--- src/logic/lcs_defs.svh ---
`ifndef LCS_DEFS_SVH
`define LCS_DEFS_SVH

// serial frame layout
`define LCS_BYTE_BITS     8
`define LCS_BIT_CNT_LAST  3'h7
`define LCS_RW_BIT        0
`define LCS_SEL_BIT       1
`define LCS_CONT_BIT      7

// fixed upper part of the slave address byte, bits 7..2
`define LCS_ADDR_HI       6'h1c
`define LCS_RW_WRITE      1'b0

// timing: system clock period and least glitch-filter settle time
`define LCS_CLK_NS        50
`define LCS_FILT_NS       50
`define LCS_FILT_CYC      ((`LCS_FILT_NS + `LCS_CLK_NS - 1) / `LCS_CLK_NS)

// buffer entry: command flag, last-command flag, data byte
`define LCS_BUF_W         10
`define LCS_BUF_CMD_BIT   9
`define LCS_BUF_LAST_BIT  8

`endif

--- src/logic/lcs_pkg.sv ---
package lcs_pkg;

  // receiver states
  typedef enum logic [2:0] {
    ST_IDLE,
    ST_ADDR,
    ST_DATA,
    ST_HOLD,
    ST_ACK,
    ST_IGNORE
  } lcs_state_e;

endpackage

--- src/logic/lcs_pipe_buf.sv ---
`timescale 1ns/100ps

module lcs_pipe_buf
  import lcs_pkg::*;
#(
  parameter int W = 10
) (
  input  wire logic         mclk,
  input  wire logic         sys_rst,
  input  wire logic         in_valid,
  output logic              in_ready,
  input  wire logic [W-1:0] in_data,
  output logic              out_valid,
  input  wire logic         out_ready,
  output logic [W-1:0]      out_data
);

  logic         head_v_q;
  logic [W-1:0] head_q;
  logic         spare_v_q;
  logic [W-1:0] spare_q;
  logic         take_w;
  logic         give_w;

  // handshakes on both sides
  assign take_w    = in_valid & ~spare_v_q;
  assign give_w    = head_v_q & out_ready;
  assign in_ready  = ~spare_v_q;
  assign out_valid = head_v_q;
  assign out_data  = head_q;

  // head entry feeds the outputs, spare entry absorbs a stalled consumer
  always_ff @(posedge mclk or posedge sys_rst) begin
    if (sys_rst) begin
      head_v_q  <= 1'b0;
      head_q    <= '0;
      spare_v_q <= 1'b0;
      spare_q   <= '0;
    end else begin
      if (give_w || !head_v_q) begin
        if (spare_v_q) begin
          head_q    <= spare_q;
          head_v_q  <= 1'b1;
          spare_v_q <= take_w;
          if (take_w) begin
            spare_q <= in_data;
          end
        end else begin
          head_q   <= in_data;
          head_v_q <= take_w;
        end
      end else if (take_w) begin
        spare_q   <= in_data;
        spare_v_q <= 1'b1;
      end
    end
  end

endmodule

--- src/logic/lcs_i2c_wr_slave.sv ---
`timescale 1ns/100ps
`include "lcs_defs.svh"

module lcs_i2c_wr_slave
  import lcs_pkg::*;
#(
  parameter int FILT_CYC = `LCS_FILT_CYC,
  parameter int BUF_W    = `LCS_BUF_W
) (
  input  wire logic       mclk,
  input  wire logic       sys_rst,
  input  wire logic       scl_in,
  output logic            scl_out,
  output logic            scl_oe,
  input  wire logic       sda_in,
  output logic            sda_out,
  output logic            sda_oe,
  input  wire logic       addr_select_pin,
  output logic            byte_valid,
  input  wire logic       byte_ready,
  output logic [7:0]      byte_data,
  output logic            byte_is_cmd,
  output logic            byte_last_cmd,
  output logic            bus_busy,
  output logic            dev_selected
);

  // filter counter width and its terminal count
  localparam int FCW = $clog2(FILT_CYC + 1);
  localparam logic [FCW-1:0] FILT_LAST = FCW'(FILT_CYC - 1);

  // index 0 carries the clock line, index 1 the data line
  logic [1:0]     meta_q;
  logic [1:0]     sync_q;
  logic [1:0]     line_q;
  logic [1:0]     prev_q;
  logic [FCW-1:0] fcnt_q [2];
  logic           sel_meta_q;
  logic           sel_sync_q;

  // receiver state and pin drive registers
  lcs_state_e     state_q;
  logic [2:0]     bit_cnt_q;
  logic [7:0]     shift_q;
  logic           got_byte_q;
  logic           cmd_mode_q;
  logic           sda_oe_q;
  logic           scl_oe_q;
  logic           busy_q;
  logic           selected_q;

  // bus condition and state decode
  logic           scl_rise_w;
  logic           scl_fall_w;
  logic           scl_hi_w;
  logic           start_w;
  logic           stop_w;
  logic           addr_ok_w;
  logic           byte_end_w;
  logic           push_w;
  logic           last_cmd_w;
  logic           st_addr_w;
  logic           st_data_w;
  logic           st_hold_w;
  logic           st_ack_w;
  logic           in_msg_w;

  // buffer side
  logic           buf_in_ready;
  logic [BUF_W-1:0] buf_in_data;
  logic [BUF_W-1:0] buf_out_data;

  // address byte check against the fixed pattern, the strap and the write direction
  function automatic logic addr_match(input logic [7:0] b, input logic sel);
    addr_match = (b[7:2] == `LCS_ADDR_HI)
               && (b[`LCS_SEL_BIT] == sel)
               && (b[`LCS_RW_BIT] == `LCS_RW_WRITE);
  endfunction

  // filter counter step: counts while the raw level differs from the filtered one
  function automatic logic [FCW-1:0] filt_step(input logic raw, input logic filt,
                                               input logic [FCW-1:0] cnt);
    if (raw == filt || cnt == FILT_LAST) begin
      filt_step = '0;
    end else begin
      filt_step = cnt + FCW'(1);
    end
  endfunction

  // two-stage synchronisers for the bus lines
  always_ff @(posedge mclk or posedge sys_rst) begin
    if (sys_rst) begin
      meta_q <= 2'h3;
      sync_q <= 2'h3;
    end else begin
      meta_q <= {sda_in, scl_in};
      sync_q <= meta_q;
    end
  end

  // the strap is a pin too, so it is synchronised before the address compare reads it
  always_ff @(posedge mclk or posedge sys_rst) begin
    if (sys_rst) begin
      sel_meta_q <= 1'b0;
      sel_sync_q <= 1'b0;
    end else begin
      sel_meta_q <= addr_select_pin;
      sel_sync_q <= sel_meta_q;
    end
  end

  // glitch filter: a new level is taken only after it stays for FILT_CYC samples
  always_ff @(posedge mclk or posedge sys_rst) begin
    if (sys_rst) begin
      line_q    <= 2'h3;
      prev_q    <= 2'h3;
      fcnt_q[0] <= '0;
      fcnt_q[1] <= '0;
    end else begin
      prev_q <= line_q;
      for (int i = 0; i < 2; i++) begin
        fcnt_q[i] <= filt_step(sync_q[i], line_q[i], fcnt_q[i]);
        if (sync_q[i] != line_q[i] && fcnt_q[i] == FILT_LAST) begin
          line_q[i] <= sync_q[i];
        end
      end
    end
  end

  // edge and bus condition decode on the filtered lines
  assign scl_rise_w = line_q[0] & ~prev_q[0];
  assign scl_fall_w = ~line_q[0] & prev_q[0];
  assign scl_hi_w   = line_q[0] & prev_q[0];
  assign start_w    = scl_hi_w & prev_q[1] & ~line_q[1];
  assign stop_w     = scl_hi_w & ~prev_q[1] & line_q[1];
  assign addr_ok_w  = addr_match(shift_q, sel_sync_q);
  assign byte_end_w = scl_fall_w & got_byte_q;

  // state decode shared by the push, the sequencing and the status flag
  assign st_addr_w = (state_q == ST_ADDR);
  assign st_data_w = (state_q == ST_DATA);
  assign st_hold_w = (state_q == ST_HOLD);
  assign st_ack_w  = (state_q == ST_ACK);
  assign in_msg_w  = st_data_w | st_hold_w | st_ack_w;

  // hand a received byte on, either at the eighth falling edge or when a stall ends;
  // in the stall state only the cycle before the data line is pulled pushes
  assign push_w = ~start_w & ~stop_w & buf_in_ready
                & ((st_data_w & byte_end_w) | (st_hold_w & ~sda_oe_q));
  assign last_cmd_w  = cmd_mode_q & ~shift_q[`LCS_CONT_BIT];
  assign buf_in_data = {cmd_mode_q, last_cmd_w, shift_q};

  // receiver sequencing: address, data bytes, acknowledge, ignore
  always_ff @(posedge mclk or posedge sys_rst) begin
    if (sys_rst) begin
      state_q    <= ST_IDLE;
      bit_cnt_q  <= 3'h0;
      shift_q    <= 8'h00;
      got_byte_q <= 1'b0;
      sda_oe_q   <= 1'b0;
      scl_oe_q   <= 1'b0;
    end else if (stop_w) begin
      // a stop or a start aborts whatever byte is in flight
      state_q    <= ST_IDLE;
      got_byte_q <= 1'b0;
      sda_oe_q   <= 1'b0;
      scl_oe_q   <= 1'b0;
    end else if (start_w) begin
      state_q    <= ST_ADDR;
      bit_cnt_q  <= 3'h0;
      got_byte_q <= 1'b0;
      sda_oe_q   <= 1'b0;
      scl_oe_q   <= 1'b0;
    end else begin
      unique case (state_q)
        ST_IDLE, ST_IGNORE: begin
          sda_oe_q <= 1'b0;
        end
        ST_ADDR, ST_DATA: begin
          // bits are taken on the rising clock, when the data line has settled
          if (scl_rise_w && !got_byte_q) begin
            shift_q   <= {shift_q[6:0], line_q[1]};
            bit_cnt_q <= bit_cnt_q + 3'h1;
            if (bit_cnt_q == `LCS_BIT_CNT_LAST) begin
              got_byte_q <= 1'b1;
            end
          end else if (byte_end_w) begin
            // eighth falling edge: acknowledge, ignore or stretch
            got_byte_q <= 1'b0;
            if (st_addr_w) begin
              // a foreign address leaves the data line released until start or stop
              if (addr_ok_w) begin
                sda_oe_q <= 1'b1;
                state_q  <= ST_ACK;
              end else begin
                state_q <= ST_IGNORE;
              end
            end else if (buf_in_ready) begin
              sda_oe_q <= 1'b1;
              state_q  <= ST_ACK;
            end else begin
              scl_oe_q <= 1'b1;
              state_q  <= ST_HOLD;
            end
          end
        end
        ST_HOLD: begin
          // pull data low first and free the clock a cycle later, so the
          // acknowledge level is settled before the master sees the clock rise
          if (sda_oe_q) begin
            scl_oe_q <= 1'b0;
            state_q  <= ST_ACK;
          end else if (buf_in_ready) begin
            sda_oe_q <= 1'b1;
          end
        end
        ST_ACK: begin
          // the ninth falling edge ends the acknowledge; the next byte follows
          if (scl_fall_w) begin
            sda_oe_q  <= 1'b0;
            bit_cnt_q <= 3'h0;
            state_q   <= ST_DATA;
          end
        end
      endcase
    end
  end

  // continuation tracking: command bytes until one has bit 7 clear
  always_ff @(posedge mclk or posedge sys_rst) begin
    if (sys_rst) begin
      cmd_mode_q <= 1'b0;
    end else if (start_w) begin
      cmd_mode_q <= 1'b1;
    end else if (push_w && last_cmd_w) begin
      cmd_mode_q <= 1'b0;
    end
  end

  // bus busy from start to stop, whoever is addressed
  always_ff @(posedge mclk or posedge sys_rst) begin
    if (sys_rst) begin
      busy_q <= 1'b0;
    end else if (start_w) begin
      busy_q <= 1'b1;
    end else if (stop_w) begin
      busy_q <= 1'b0;
    end
  end

  // selected flag lags the state by one cycle
  always_ff @(posedge mclk or posedge sys_rst) begin
    if (sys_rst) begin
      selected_q <= 1'b0;
    end else begin
      selected_q <= in_msg_w;
    end
  end

  // two-entry buffer between the bus and the command consumer;
  // a full buffer makes the receiver stretch the clock instead of losing a byte
  lcs_pipe_buf #(
    .W (BUF_W)
  ) u_buf (
    .mclk      (mclk),
    .sys_rst   (sys_rst),
    .in_valid  (push_w),
    .in_ready  (buf_in_ready),
    .in_data   (buf_in_data),
    .out_valid (byte_valid),
    .out_ready (byte_ready),
    .out_data  (buf_out_data)
  );

  // pins: both lines only ever pull low; the data line only for acknowledge
  assign sda_out       = 1'b0;
  assign sda_oe        = sda_oe_q;
  assign scl_out       = 1'b0;
  assign scl_oe        = scl_oe_q;

  // buffer head fields and status to the outputs
  assign byte_data     = buf_out_data[7:0];
  assign byte_is_cmd   = buf_out_data[`LCS_BUF_CMD_BIT];
  assign byte_last_cmd = buf_out_data[`LCS_BUF_LAST_BIT];
  assign bus_busy      = busy_q;
  assign dev_selected  = selected_q;

endmodule

--- config.mk ---
export PLATFORM = sky130hd
export DESIGN_NAME = lcs_i2c_wr_slave
export DESIGN_NICKNAME = d
export VERILOG_FILES = /design/src/logic/lcs_pkg.sv /design/src/logic/lcs_pipe_buf.sv /design/src/logic/lcs_i2c_wr_slave.sv
export VERILOG_INCLUDE_DIRS = /design/src /design/src/logic
export SDC_FILE = /design/constraint.sdc
export NUM_CORES = 1
export LEC_CHECK = 0
export BUFFER_PORTS_ARGS = -buffer_cell sky130_fd_sc_hd__clkbuf_2
export CAP_MARGIN = 20
export CORE_AREA = 2 2 70 72
export CTS_CLUSTER_DIAMETER = 30
export CTS_CLUSTER_SIZE = 28
export DETAILED_ROUTE_END_ITERATION = 10
export DIE_AREA = 0 0 72 74
export PLACE_DENSITY = 0.77
export SLEW_MARGIN = 10
export SYNTH_ARGS = -nofsm -noshare
export SYNTH_HDL_FRONTEND = slang
export SYNTH_HIERARCHICAL = 1
export SYNTH_SLANG_ARGS = --single-unit
export TNS_END_PERCENT = 10
--- constraint.sdc ---
create_clock -name mclk -period 2.3 [get_ports mclk]
set_input_delay 0 -clock mclk [delete_from_list [all_inputs] [get_ports mclk]]
set_output_delay 0 -clock mclk [all_outputs]
set_load 0.02 [all_outputs]
==> Flow_metrics.wiki, run 1 <==
{| class="wikitable"
! Metric !! Value
|-
| Outcome || complete, no violations
|-
| Number of different library cells in the post-synthesis netlist || 46
|-
| Crit. End Element || register
|-
| End of the worst register-to-register path || u_buf/spare_q[4]
|-
| Number of buffers inserted during clock tree synthesis || 5
|-
| Number of global-route vias before repair || roughly 1600
|-
| Routed WL per cell || ~16 µm
|-
| Relative area change from synthesis to final layout || 10.61%
|-
| Via density per instance || 5.596
|-
| Number of H-tree branching levels || 2
|-
| Overall fraction of global-route tracks in use || 0.1800
|-
| Most common cell after layout, fill and taps aside || sky130_fd_sc_hd__dfrtp_1
|-
| Fillcell total || about 370
|-
| CP startpoint kind || register
|-
| Utilization of the core after routing || 0.6101
|-
| Initial antenna violation count || 0
|-
| Vertical extent of the die || 74 µm
|-
| Synth area leaders || sky130_fd_sc_hd__dfrtp_1 (45%), sky130_fd_sc_hd__mux2_4 (15%), sky130_fd_sc_hd__dfstp_2 (8.3%)
|-
| Maximum number of pins on one net before global-route repair || 33
|-
| Share of final-layout standard cells stronger than drive strength 1 || 0.3843
|-
| Max rail drop VDD || roughly 0.48 mV
|-
| Final TNS setup || 0 ns
|-
| Setup CP Type || reg2reg
|-
| Die width || 72 µm
|-
| Number of primary I/O pins || 23
|-
| Synth top area share || 0.4539
|-
| Floorplan die area || approximately 0.0053 mm²
|-
| Count of buffers from port buffering || 20
|-
| End point of the critical path || u_buf/spare_q[4]
|-
| Slew Limit Headroom || 0.4516
|-
| Area leader, netlist || sky130_fd_sc_hd__dfrtp_1
|-
| Insertion delay of the later-clocked pin in the worst-skew pair || around 0.30 ns
|-
| Worst endpoint data arrival time || 2.18 ns
|-
| Post-route cell area || between 0.002 and 0.003 mm²
|-
| Final Net Count || around 220
|-
| Delay of the slowest cell on the worst path || roughly 0.60 ns
|-
| Predominant post-synthesis flop cell || sky130_fd_sc_hd__dfrtp_1
|-
| Yosys warning count || 6
|-
| Reg2Reg Launch Point || line_q[1]
|-
| Most frequent cells in the layout || sky130_fd_sc_hd__dfrtp_1 (46), sky130_fd_sc_hd__mux2_4 (26), sky130_fd_sc_hd__clkbuf_2 (20)
|-
| Post-DP Area || about 0.0027 mm²
|-
| CTS sink cnt || 54
|-
| Detailed-placement wirelength estimate || just under 3000 µm
|-
| Average instance area after synthesis || between 10 and 15 µm²
|-
| Sequential area share after synthesis || 0.5368
|-
| Crit-path cells || xnor2_1 > o21bai_1 > a21oi_1 > and4bb_1 > buf_4 > mux2_4
|-
| Fin Clk Skew || 0.007456 ns
|-
| Worst endpoint required time || 2.50 ns
|-
| Maxcap violations || 0
|-
| Minimum clock period || between 1.5 and 2 ns
|-
| Count of final hold-check violations || 0
|-
| Leakage power || 1.345 nW
|-
| Post-synthesis cell count || 186
|-
| Grt ovf || 0
|-
| Critical Path Fanout Max || 10
|-
| Total of flip-flops plus latches after synthesis || 54
|-
| Class of the most critical hold timing path || in2async
|-
| Clk buf depth || 2
|-
| Starting density of the core || 0.5516
|-
| Transition at the pin with the smallest max-transition slack || between 0.8 and 0.9 ns
|-
| Worst Hold Slack || 0.3115 ns
|-
| Period utilisation layout || 0.8644
|-
| Critical-path top delay cell || sky130_fd_sc_hd__dfstp_2
|-
| Achievable frequency || ~0.50 GHz
|-
| Violation count after the first detailed-route iteration || 83
|-
| # rows || 25
|-
| Clock tree from TritonCTS || built
|-
| Crit. Startpoint || line_q[1]
|-
| First-pass GRT wire length || 7465 µm
|-
| Number of cells traversed by the worst register-to-register path || 6
|-
| Final routed DRC violation total || 0
|-
| Remaining antenna violation count || 0
|-
| Clock root buffer || sky130_fd_sc_hd__clkbuf_8
|-
| Areal power density over the cells || roughly 760 mW/mm²
|-
| Count of flip-flops with a built-in enable after synthesis || 0
|-
| Post-layout power || ~2.1 mW
|-
| Fraction of registers with async set or reset after synthesis || 1.000
|-
| Final weighted congestion in routability-driven placement || roughly 0.94
|-
| # setup viols final || 0
|-
| Final-report max-slew violation count || 0
|-
| Core outline area || ~0.0046 mm²
|-
| Clk slew on worst S/H paths || approximately 0.09 ns
|-
| RSZ-0062 raised after global routing || no
|-
| Post-synthesis instance area || 0.002536 mm²
|-
| Number of antenna diodes || 0
|-
| Detailed-routing iteration count for the pre-antenna-repair pass || 4
|-
| R2R setup slack || about 0.31 ns
|-
| Aggregate routed wire length || 4191 µm
|-
| Number of setup buffers added after CTS || 0
|-
| Via count || 1511
|}
-- cell families after synthesis --
| family | Yosys count | synth area share |
|---|---|---|
| flops | 54 | 0.5368 |
| simple gates | 43 | 0.1135 |
| mux | 42 | 0.2245 |
| compound gates | 26 | 0.06661 |
| buf+inv | 14 | 0.03355 |
| xor+xnor | 4 | 0.01382 |
| fa+ha+maj | 2 | 0.009865 |
| other cells | 1 | 0.001479 |
-- how the worst min path moves through the flow --
| stage | slack, ns | from | end | depth (start not counted) |
|---|---|---|---|---|
| after floorplan | -0.01 | sys_rst | u_buf/out_data[0] | 1 |
| after global placement | 0.09 | sda_in | meta_q[1] | 1 |
| after detailed placement | 0.09 | sda_in | meta_q[1] | 1 |
| after CTS | 0.32 | sys_rst | shift_q[3] | 4 |
| after global routing | 0.32 | scl_in | meta_q[0] | 2 |
| final | 0.31 | sys_rst | shift_q[3] | 4 |
-- cell usage after synthesis, types with 4 or more instances --
master                     count
sky130_fd_sc_hd__nand2b_1      7
sky130_fd_sc_hd__nor2_1        8
sky130_fd_sc_hd__buf_4         4
sky130_fd_sc_hd__dfstp_2       8
sky130_fd_sc_hd__o21ai_0       8
sky130_fd_sc_hd__mux2_4       26
sky130_fd_sc_hd__inv_1         5
sky130_fd_sc_hd__dfrtp_1      46
sky130_fd_sc_hd__a21oi_1       5
sky130_fd_sc_hd__mux2_2       15
sky130_fd_sc_hd__nand2_1       5
-- worst max-delay path: cells and delay by family (launching register included) --
kind                   cells  cell delay (ns)
AND/OR/NAND/NOR            1             0.22
buffers and inverters      1             0.22
AO/OA/AOI/OAI              2             0.32
multiplexers               1             0.32
XOR/XNOR                   1             0.20
flip-flops                 1             0.60
-- registers in the layout (all words and copies together) (netlist names), 2 cells and up --
name and count:
u_buf/out_data 10, u_buf/spare_q 10, shift_q 8, bit_cnt_q 3
state_q 3, fcnt_q 2, line_q 2, meta_q 2
prev_q 2, sync_q 2
-- layout make-up --
| class | instances | area (µm²) | share of cell area |
|---|---|---|---|
| Clock inverter | 2 | 13.76 | 0.004906 |
| Tap cell | 54 | 67.56 | 0.02409 |
| Multi-Input combinational cell | 121 | 1101 | 0.3925 |
| Inverter | 5 | 18.77 | 0.006690 |
| Timing Repair Buffer | 28 | 170.2 | 0.06066 |
| Clock buffer | 6 | 72.57 | 0.02587 |
| Sequential cell | 54 | 1361 | 0.4853 |
-- layer usage --
metal,routed length (µm),track usage,vias up
li1,-,-,715
met4,17,0.04822,0
met5,0,0,-
met1,1899,0.2301,768
met3,133,0.04201,2
met2,2141,0.3117,26
-- stage by stage --
stage	setup slack, ns	std cells
final	0.3118	270
after CTS	0.3286	270
after global routing	0.2235	270
after global placement	0.4166	258
after detailed placement	0.3400	258
after floorplan	0.5413	189
-- timing repair --
| action | 4_1_cts | 5_1_grt |
|---|---|---|
| hold buffers | 4 | 0 |
| hold endpoints to repair | 49 | 0 |
| resized for setup | 0 | 0 |
| endpoints found under the setup margin | 0 | 0 |
-- power breakdown --
part	total (mW)	switching [mW]	internal, mW
Clock	0.510	0.295	0.215
Combinational	0.454	0.212	0.242
Sequential	1.18	0.114	1.06
Note: power is estimated with default switching activity, not from simulation.
==> run 2: changes to the inputs <==
- BUFFER_PORTS_ARGS: -buffer_cell sky130_fd_sc_hd__clkbuf_2 -> unset
- CORE_AREA: 2 2 70 72 -> 2 2 67 69
- DIE_AREA: 0 0 72 74 -> 0 0 69 71
- DONT_BUFFER_PORTS: unset -> 1
- PLACE_DENSITY: 0.77 -> 0.79
==> run 2 against run 1 <==
  * Design area shrank 2.7%
  * Sequential share of layout area grew 1.3 points
  * Sequential cell count is the same
  * Critical path depth shrank 1
  * First-iteration DRC count grew 4.8%
  * Maximum frequency shrank 0.42%
  * Power grew 2.5%
  * Clock skew shrank 0.00062 ns
  * Clock power grew 18%
  * Final cell count shrank 7.8%
  * Worst setup slack lost 0.0084 ns
  * Critical endpoint is now u_buf/spare_q[8]
==> Flow_metrics.wiki, run 2 (synthesized netlist as in run 1, its figures left out) <==
{| class="wikitable"
! Metric !! Value
|-
| Outcome || complete, no violations
|-
| Final TNS setup || 0 ns (unchanged)
|-
| Final-report max-slew violation count || 0 (unchanged)
|-
| Most common cell after layout, fill and taps aside || sky130_fd_sc_hd__dfrtp_1
|-
| Number of buffers inserted during clock tree synthesis || 5 (unchanged)
|-
| Floorplan die area || 0.004899 mm² (-8.1%)
|-
| Switching power summed over all nets || 0.5931 mW (-4.3%)
|-
| Maxcap violations || 0 (unchanged)
|-
| # setup viols final || 0 (unchanged)
|-
| Transition at the pin with the smallest max-transition slack || 0.8231 ns (+0.001339 ns)
|-
| Internal power summed over all cells || 1.602 mW (+5.2%)
|-
| Number of H-tree branching levels || 2 (unchanged)
|-
| Clk slew on worst S/H paths || 0.09 ns (about the same)
|-
| Non-Filler Instances || 249 (-7.8%)
|-
| Grt peak-use layer || met2
|-
| CP startpoint kind || register
|-
| Via count || 1452 (-3.9%)
|-
| Period utilisation layout || 0.8681 (+0.003660)
|-
| Part of the total power dissipated in the clock network || 0.274 (+0.036)
|-
| Areal power density over the cells || 803.9 mW/mm² (+5.3%)
|-
| Fin Clk Skew || 0.006832 ns (-0.0006238 ns)
|-
| Achievable frequency || 0.5009 GHz (-0.42%)
|-
| Max rail drop VDD || 0.4705 mV (-2.8%)
|-
| Final Net Count || 204 (-8.5%)
|-
| Maximum number of pins on one net before global-route repair || 33 (unchanged)
|-
| Met3 usage in global routing || 0.04131 (-0.0006949)
|-
| Worst Hold Slack || 0.1357 ns (-0.1758 ns)
|-
| Crit. End Element || register
|-
| RSZ-0062 raised after global routing || no
|-
| Clk buf depth || 2 (unchanged)
|-
| Delay of the slowest cell on the worst path || 0.54 ns (-0.06 ns)
|-
| Detailed-routing iteration count for the pre-antenna-repair pass || 4 (unchanged)
|-
| Share of total power in sequential cells || 0.565 (+0.015)
|-
| Leakage power || 1.269 nW (-5.7%)
|-
| Final routed DRC violation total || 0 (unchanged)
|-
| Worst endpoint data arrival time || 2.18 ns (about the same)
|-
| CTS sink cnt || 54 (unchanged)
|-
| Most frequent cells in the layout || sky130_fd_sc_hd__dfrtp_1 (46), sky130_fd_sc_hd__mux2_4 (26), sky130_fd_sc_hd__mux2_2 (15)
|-
| Vertical extent of the die || 71 µm (-4.1%)
|-
| Overall fraction of global-route tracks in use || 0.1950 (+0.01506)
|-
| Number of antenna diodes || 0 (unchanged)
|-
| Critical-path top delay cell || sky130_fd_sc_hd__dfrtp_1
|-
| Count of final hold-check violations || 0 (unchanged)
|-
| Buffering stage count on the worst path with inverters included || 1 (unchanged)
|-
| Clock root buffer || sky130_fd_sc_hd__clkbuf_8
|-
| Placement Setup Slack || 0.3326 ns (-0.007448 ns)
|-
| Die width || 69 µm (-4.2%)
|-
| Number of global-route vias before repair || 1517 (-3.8%)
|-
| Starting density of the core || 0.6033 (+0.05171)
|-
| Net switching share of the total power || 0.2702 (-0.01921)
|-
| Met1 track demand over resource in global routing || 0.2629 (+0.03278)
|-
| Number of placed instances, taps included || 237 (-8.1%)
|-
| Setup CP Type || reg2reg
|-
| Critical Path Fanout Max || 14 (+4)
|-
| Portion of total power attributed to combinational logic || 0.161 (-0.051)
|-
| Grt ovf || 0 (unchanged)
|-
| Insertion delay of the later-clocked pin in the worst-skew pair || 0.29 ns (about the same)
|-
| Worst endpoint required time || 2.48 ns (-0.02 ns)
|-
| Grt met2 use || 0.3237 (+0.01199)
|-
| Initial antenna violation count || 0 (unchanged)
|-
| Routed WL per cell || 17.33 µm (+12%)
|-
| Number of primary I/O pins || 23 (unchanged)
|-
| Number of setup buffers added after CTS || 0 (unchanged)
|-
| Relative area change from synthesis to final layout || 7.647%
|-
| Violation count after the first detailed-route iteration || 87 (+4.8%)
|-
| Count of buffers from port buffering || 0 (-100%)
|-
| Via density per instance || 5.831 (+4.2%)
|-
| Remaining antenna violation count || 0 (unchanged)
|-
| Detailed-placement wirelength estimate || 3078 µm (+4.7%)
|-
| Core outline area || 0.004204 mm² (-8.6%)
|-
| Slew Limit Headroom || 0.4507 (-0.0008930)
|-
| Final weighted congestion in routability-driven placement || 0.8646 (-7.8%)
|-
| Crit-path cells || nand4bb_1 > a21oi_1 > and4bb_1 > buf_4 > mux2_4
|-
| Clock tree from TritonCTS || built
|-
| Share of final-layout standard cells stronger than drive strength 1 || 0.3198 (-0.06446)
|-
| Class of the most critical hold timing path || in2reg
|-
| Minimum clock period || 1.997 ns (+0.008417 ns)
|-
| First-pass GRT wire length || 7500 µm (+0.47%)
|-
| Aggregate routed wire length || 4315 µm (+3.0%)
|-
| Kind of cell adding the most delay to the critical path || simple AND/OR/NAND/NOR gates
|-
| Slack of the critical path || 0.3034 ns (-0.008417 ns)
|-
| # rows || 24 (-4.0%)
|}
## run 2: cell types whose count changed in the layout (fill, tap and decap cells not counted), sizes merged
cell    before  now
clkinv       2    0
buf          4    5
bufinv       0    1
clkbuf      26    7
## run 2: final cells by class
class	instances	area (µm²)
Tap cell	52	65.06
Clock buffer	7	76.32
Fill cell	324	1474
Inverter	5	18.77
Clock inverter	1	30.03
Multi-Input combinational cell	121	1101
Sequential cell	54	1361
Timing Repair Buffer	9	77.57
## run 2: final timing paths
path / slack, ns / startpoint / endpoint / cells past startpoint
max: 0.30 / state_q[0] / u_buf/spare_q[8] / 5
min: 0.14 / byte_ready / u_buf/spare_v_q / 3
max reg2reg: 0.30 / state_q[0] / u_buf/spare_q[8] / 5
min reg2reg: 0.36 / sel_meta_q / sel_sync_q / 0
max in group asynchronous: 1.46 / sys_rst / u_buf/out_data[4] / 2
min in group asynchronous: 0.25 / sys_rst / shift_q[6] / 3
## run 2: what timing repair did
item                      CTS  global route
hold buffers                4             0
hold endpoints to repair   57             0
resized for setup           0             0
## run 2: stage by stage
stage          utilization  power (mW)  area [µm²]
4_1_cts             0.6494       2.216        2730
5_1_grt             0.6494       2.326        2730
6_report            0.6494       2.195        2730
3_3_place_gp        0.6146       1.590        2584
2_1_floorplan            -       1.536        2547
3_5_place_dp        0.6146       1.607        2584
## run 2: layer usage
| layer | part of all wire | wire length, µm | vias to the layer above |
|---|---|---|---|
| met1 | 0.45 | 1924 | 738 |
| met4 | 0.010 | 43 | 0 |
| met3 | 0.040 | 173 | 4 |
| met2 | 0.50 | 2174 | 33 |
| li1 | - | - | 677 |
| met5 | 0 | 0 | - |
## run 2: power groups by stage
stage	logic (mW)	clock network [mW]	registers [mW]
6_report	0.354	0.602	1.24
2_1_floorplan	0.331	0	1.21
5_1_grt	0.396	0.668	1.26
4_1_cts	0.357	0.618	1.24
3_3_place_gp	0.342	0	1.25
3_5_place_dp	0.349	0	1.26
## run 2: worst reg2reg max path, cell delays in order (launching register included)
cell and delay, ns:
sky130_fd_sc_hd__dfrtp_1 0.54, sky130_fd_sc_hd__nand4bb_1 0.36, sky130_fd_sc_hd__a21oi_1 0.22, sky130_fd_sc_hd__and4bb_1 0.22, sky130_fd_sc_hd__buf_4 0.22, sky130_fd_sc_hd__mux2_4 0.33
==> run 3: changes to the inputs <==
- clock period: 2.3 -> 2.01 ns (I/O delays scaled with it)
==> run 3 against run 2 <==
  * Utilization is 1.1 points higher
  * Sequential cell count did not move
  * First-iteration DRC count is 40% higher
  * Largest cell class unchanged
  * Worst setup slack worse by 0.18 ns
  * Die area stayed put
==> Flow_metrics.wiki, run 3 (synthesized netlist as in run 1, its figures left out) <==
{| class="wikitable"
! Metric !! Value
|-
| Final weighted congestion in routability-driven placement || 0.8593 (-0.61%)
|-
| Slack of the critical path || 0.1213 ns (-0.1821 ns)
|-
| Critical Path Fanout Max || 10 (-4)
|-
| Maximum number of pins on one net before global-route repair || 33 (unchanged)
|-
| # rows || 24 (unchanged)
|-
| Transition at the pin with the smallest max-transition slack || 0.8328 ns (+0.009730 ns)
|-
| Number of H-tree branching levels || 2 (unchanged)
|-
| Detailed-placement wirelength estimate || 3143 µm (+2.1%)
|-
| Final routed DRC violation total || 0 (unchanged)
|-
| Number of global-route vias before repair || 1556 (+2.6%)
|-
| Minimum clock period || 1.889 ns (-0.1079 ns)
|-
| Most common cell after layout, fill and taps aside || sky130_fd_sc_hd__dfrtp_1
|-
| # setup viols final || 0 (unchanged)
|-
| Final-report max-slew violation count || 0 (unchanged)
|-
| First-pass GRT wire length || 7728 µm (+3.0%)
|-
| Grt ovf || 0 (unchanged)
|-
| Violation count after the first detailed-route iteration || 122 (+40%)
|-
| Fin Clk Skew || 0.007039 ns (+0.0002069 ns)
|-
| CP startpoint kind || register
|-
| Die width || 69 µm (unchanged)
|-
| Detailed-routing iteration count for the pre-antenna-repair pass || 4 (unchanged)
|-
| Worst endpoint data arrival time || 2.09 ns (-0.09 ns)
|-
| Post-route cell area || 0.002776 mm² (+1.7%)
|-
| Achievable frequency || 0.5295 GHz (+5.7%)
|-
| Clock tree from TritonCTS || built
|-
| Number of placed instances, taps included || 241 (+1.7%)
|-
| Insertion delay of the later-clocked pin in the worst-skew pair || 0.31 ns (+0.02 ns)
|-
| Outcome || complete, no violations
|-
| Via density per instance || 5.898 (+1.1%)
|-
| Routed WL per cell || 17.41 µm (+0.48%)
|-
| Remaining antenna violation count || 0 (unchanged)
|-
| Clk slew on worst S/H paths || 0.09 ns (about the same)
|-
| Vertical extent of the die || 71 µm (unchanged)
|-
| Via count || 1504 (+3.6%)
|-
| Final Net Count || 210 (+2.9%)
|-
| Count of buffers from port buffering || 0 (unchanged)
|-
| Initial antenna violation count || 0 (unchanged)
|-
| Maxcap violations || 0 (unchanged)
|-
| Setup CP Type || reg2reg
|-
| Count of final hold-check violations || 0 (unchanged)
|-
| Slew Limit Headroom || 0.4442 (-0.006494)
|-
| RSZ-0062 raised after global routing || no
|-
| Placement Setup Slack || 0.1230 ns (-0.2096 ns)
|-
| Relative area change from synthesis to final layout || 9.472%
|-
| Number of primary I/O pins || 23 (unchanged)
|-
| Areal power density over the cells || 896.9 mW/mm² (+12%)
|-
| Worst endpoint required time || 2.21 ns (-0.27 ns)
|-
| Overall fraction of global-route tracks in use || 0.2036 (+0.008558)
|-
| Clk buf depth || 2 (unchanged)
|-
| Final TNS setup || 0 ns (unchanged)
|-
| Leakage power || 1.293 nW (+1.9%)
|-
| Non-Filler Instances || 255 (+2.4%)
|-
| Class of the most critical hold timing path || in2reg
|-
| Floorplan die area || 0.004899 mm² (unchanged)
|-
| Post-DP Area || 0.002626 mm² (+1.6%)
|-
| Core outline area || 0.004204 mm² (unchanged)
|-
| Share of final-layout standard cells stronger than drive strength 1 || 0.3547 (+0.03488)
|-
| Aggregate routed wire length || 4440 µm (+2.9%)
|-
| Starting density of the core || 0.6033 (unchanged)
|-
| Number of buffers inserted during clock tree synthesis || 5 (unchanged)
|-
| Max rail drop VDD || 0.4904 mV (+4.2%)
|-
| Crit. End Element || register
|-
| Number of antenna diodes || 0 (unchanged)
|-
| Clock root buffer || sky130_fd_sc_hd__clkbuf_8
|-
| Period utilisation layout || 0.9396 (+0.07157)
|-
| Post-layout power || 2.490 mW (+13%)
|-
| Most frequent cells in the layout || sky130_fd_sc_hd__dfrtp_1 (46), sky130_fd_sc_hd__mux2_4 (26), sky130_fd_sc_hd__mux2_2 (15)
|-
| CTS sink cnt || 54 (unchanged)
|-
| Fillcell total || 323 (-0.31%)
|}
run 3: per-stage QoR:
stage,hold slack (ns),util
floorplan,-0.01077,-
CTS,0.09074,0.6568
global route,0.1031,0.6604
global placement,-0.004628,0.6247
finish,0.1032,0.6604
detailed placement,0.003226,0.6247
run 3: repair_timing:
| item | CTS | global route |
|---|---|---|
| hold buffers | 4 | 0 |
| gates resized for setup | 0 | 1 |
| endpoints found under the hold margin | 57 | 0 |
| endpoints found under the setup margin | 0 | 4 |
| buffers inserted | 0 | 2 |
run 3: final cells by class:
| cell class | count | area [µm²] | area share |
|---|---|---|---|
| multi-input cells | 121 | 1101 | 0.3966 |
| repair buffers | 15 | 135.1 | 0.04867 |
| inverters | 5 | 18.77 | 0.006760 |
| clock buffers | 6 | 82.58 | 0.02974 |
| flip-flops and latches | 54 | 1361 | 0.4903 |
| clock inverters | 2 | 12.51 | 0.004507 |
| well taps | 52 | 65.06 | 0.02343 |
run 3: final timing paths:
path | from | endpoint | slack [ns] | cells past startpoint
worst max-delay path | line_q[1] | u_buf/spare_q[1] | 0.12 | 6
worst min-delay path | byte_ready | u_buf/out_valid | 0.10 | 3
worst max register to register | line_q[1] | u_buf/spare_q[1] | 0.12 | 6
worst min register to register | sel_meta_q | sel_sync_q | 0.36 | 0
max in group asynchronous | sys_rst | u_buf/spare_q[9] | 1.17 | 2
min in group asynchronous | sys_rst | shift_q[7] | 0.24 | 3
run 3: power breakdown:
| part | switching (mW) | internal (mW) | total (mW) |
|---|---|---|---|
| logic | 0.212 | 0.268 | 0.480 |
| clock network | 0.339 | 0.277 | 0.616 |
| registers | 0.177 | 1.22 | 1.39 |
| total | 0.728 | 1.76 | 2.49 |
run 3: worst max-delay path: stages, from the launching register on:
cell and delay, ns:
sky130_fd_sc_hd__dfstp_2 0.57, sky130_fd_sc_hd__xnor2_1 0.17, sky130_fd_sc_hd__o21bai_1 0.12, sky130_fd_sc_hd__a21oi_1 0.18
sky130_fd_sc_hd__and4bb_2 0.28, sky130_fd_sc_hd__buf_12 0.15, sky130_fd_sc_hd__mux2_4 0.31
run 3: routing by layer:
| layer | track usage | wire [µm] | vias to the layer above |
|---|---|---|---|
| met2 | 0.3226 | 2197 | 50 |
| met4 | 0.08715 | 89 | 0 |
| li1 | - | - | 696 |
| met1 | 0.2623 | 1922 | 750 |
| met5 | 0 | 0 | - |
| met3 | 0.06125 | 230 | 8 |
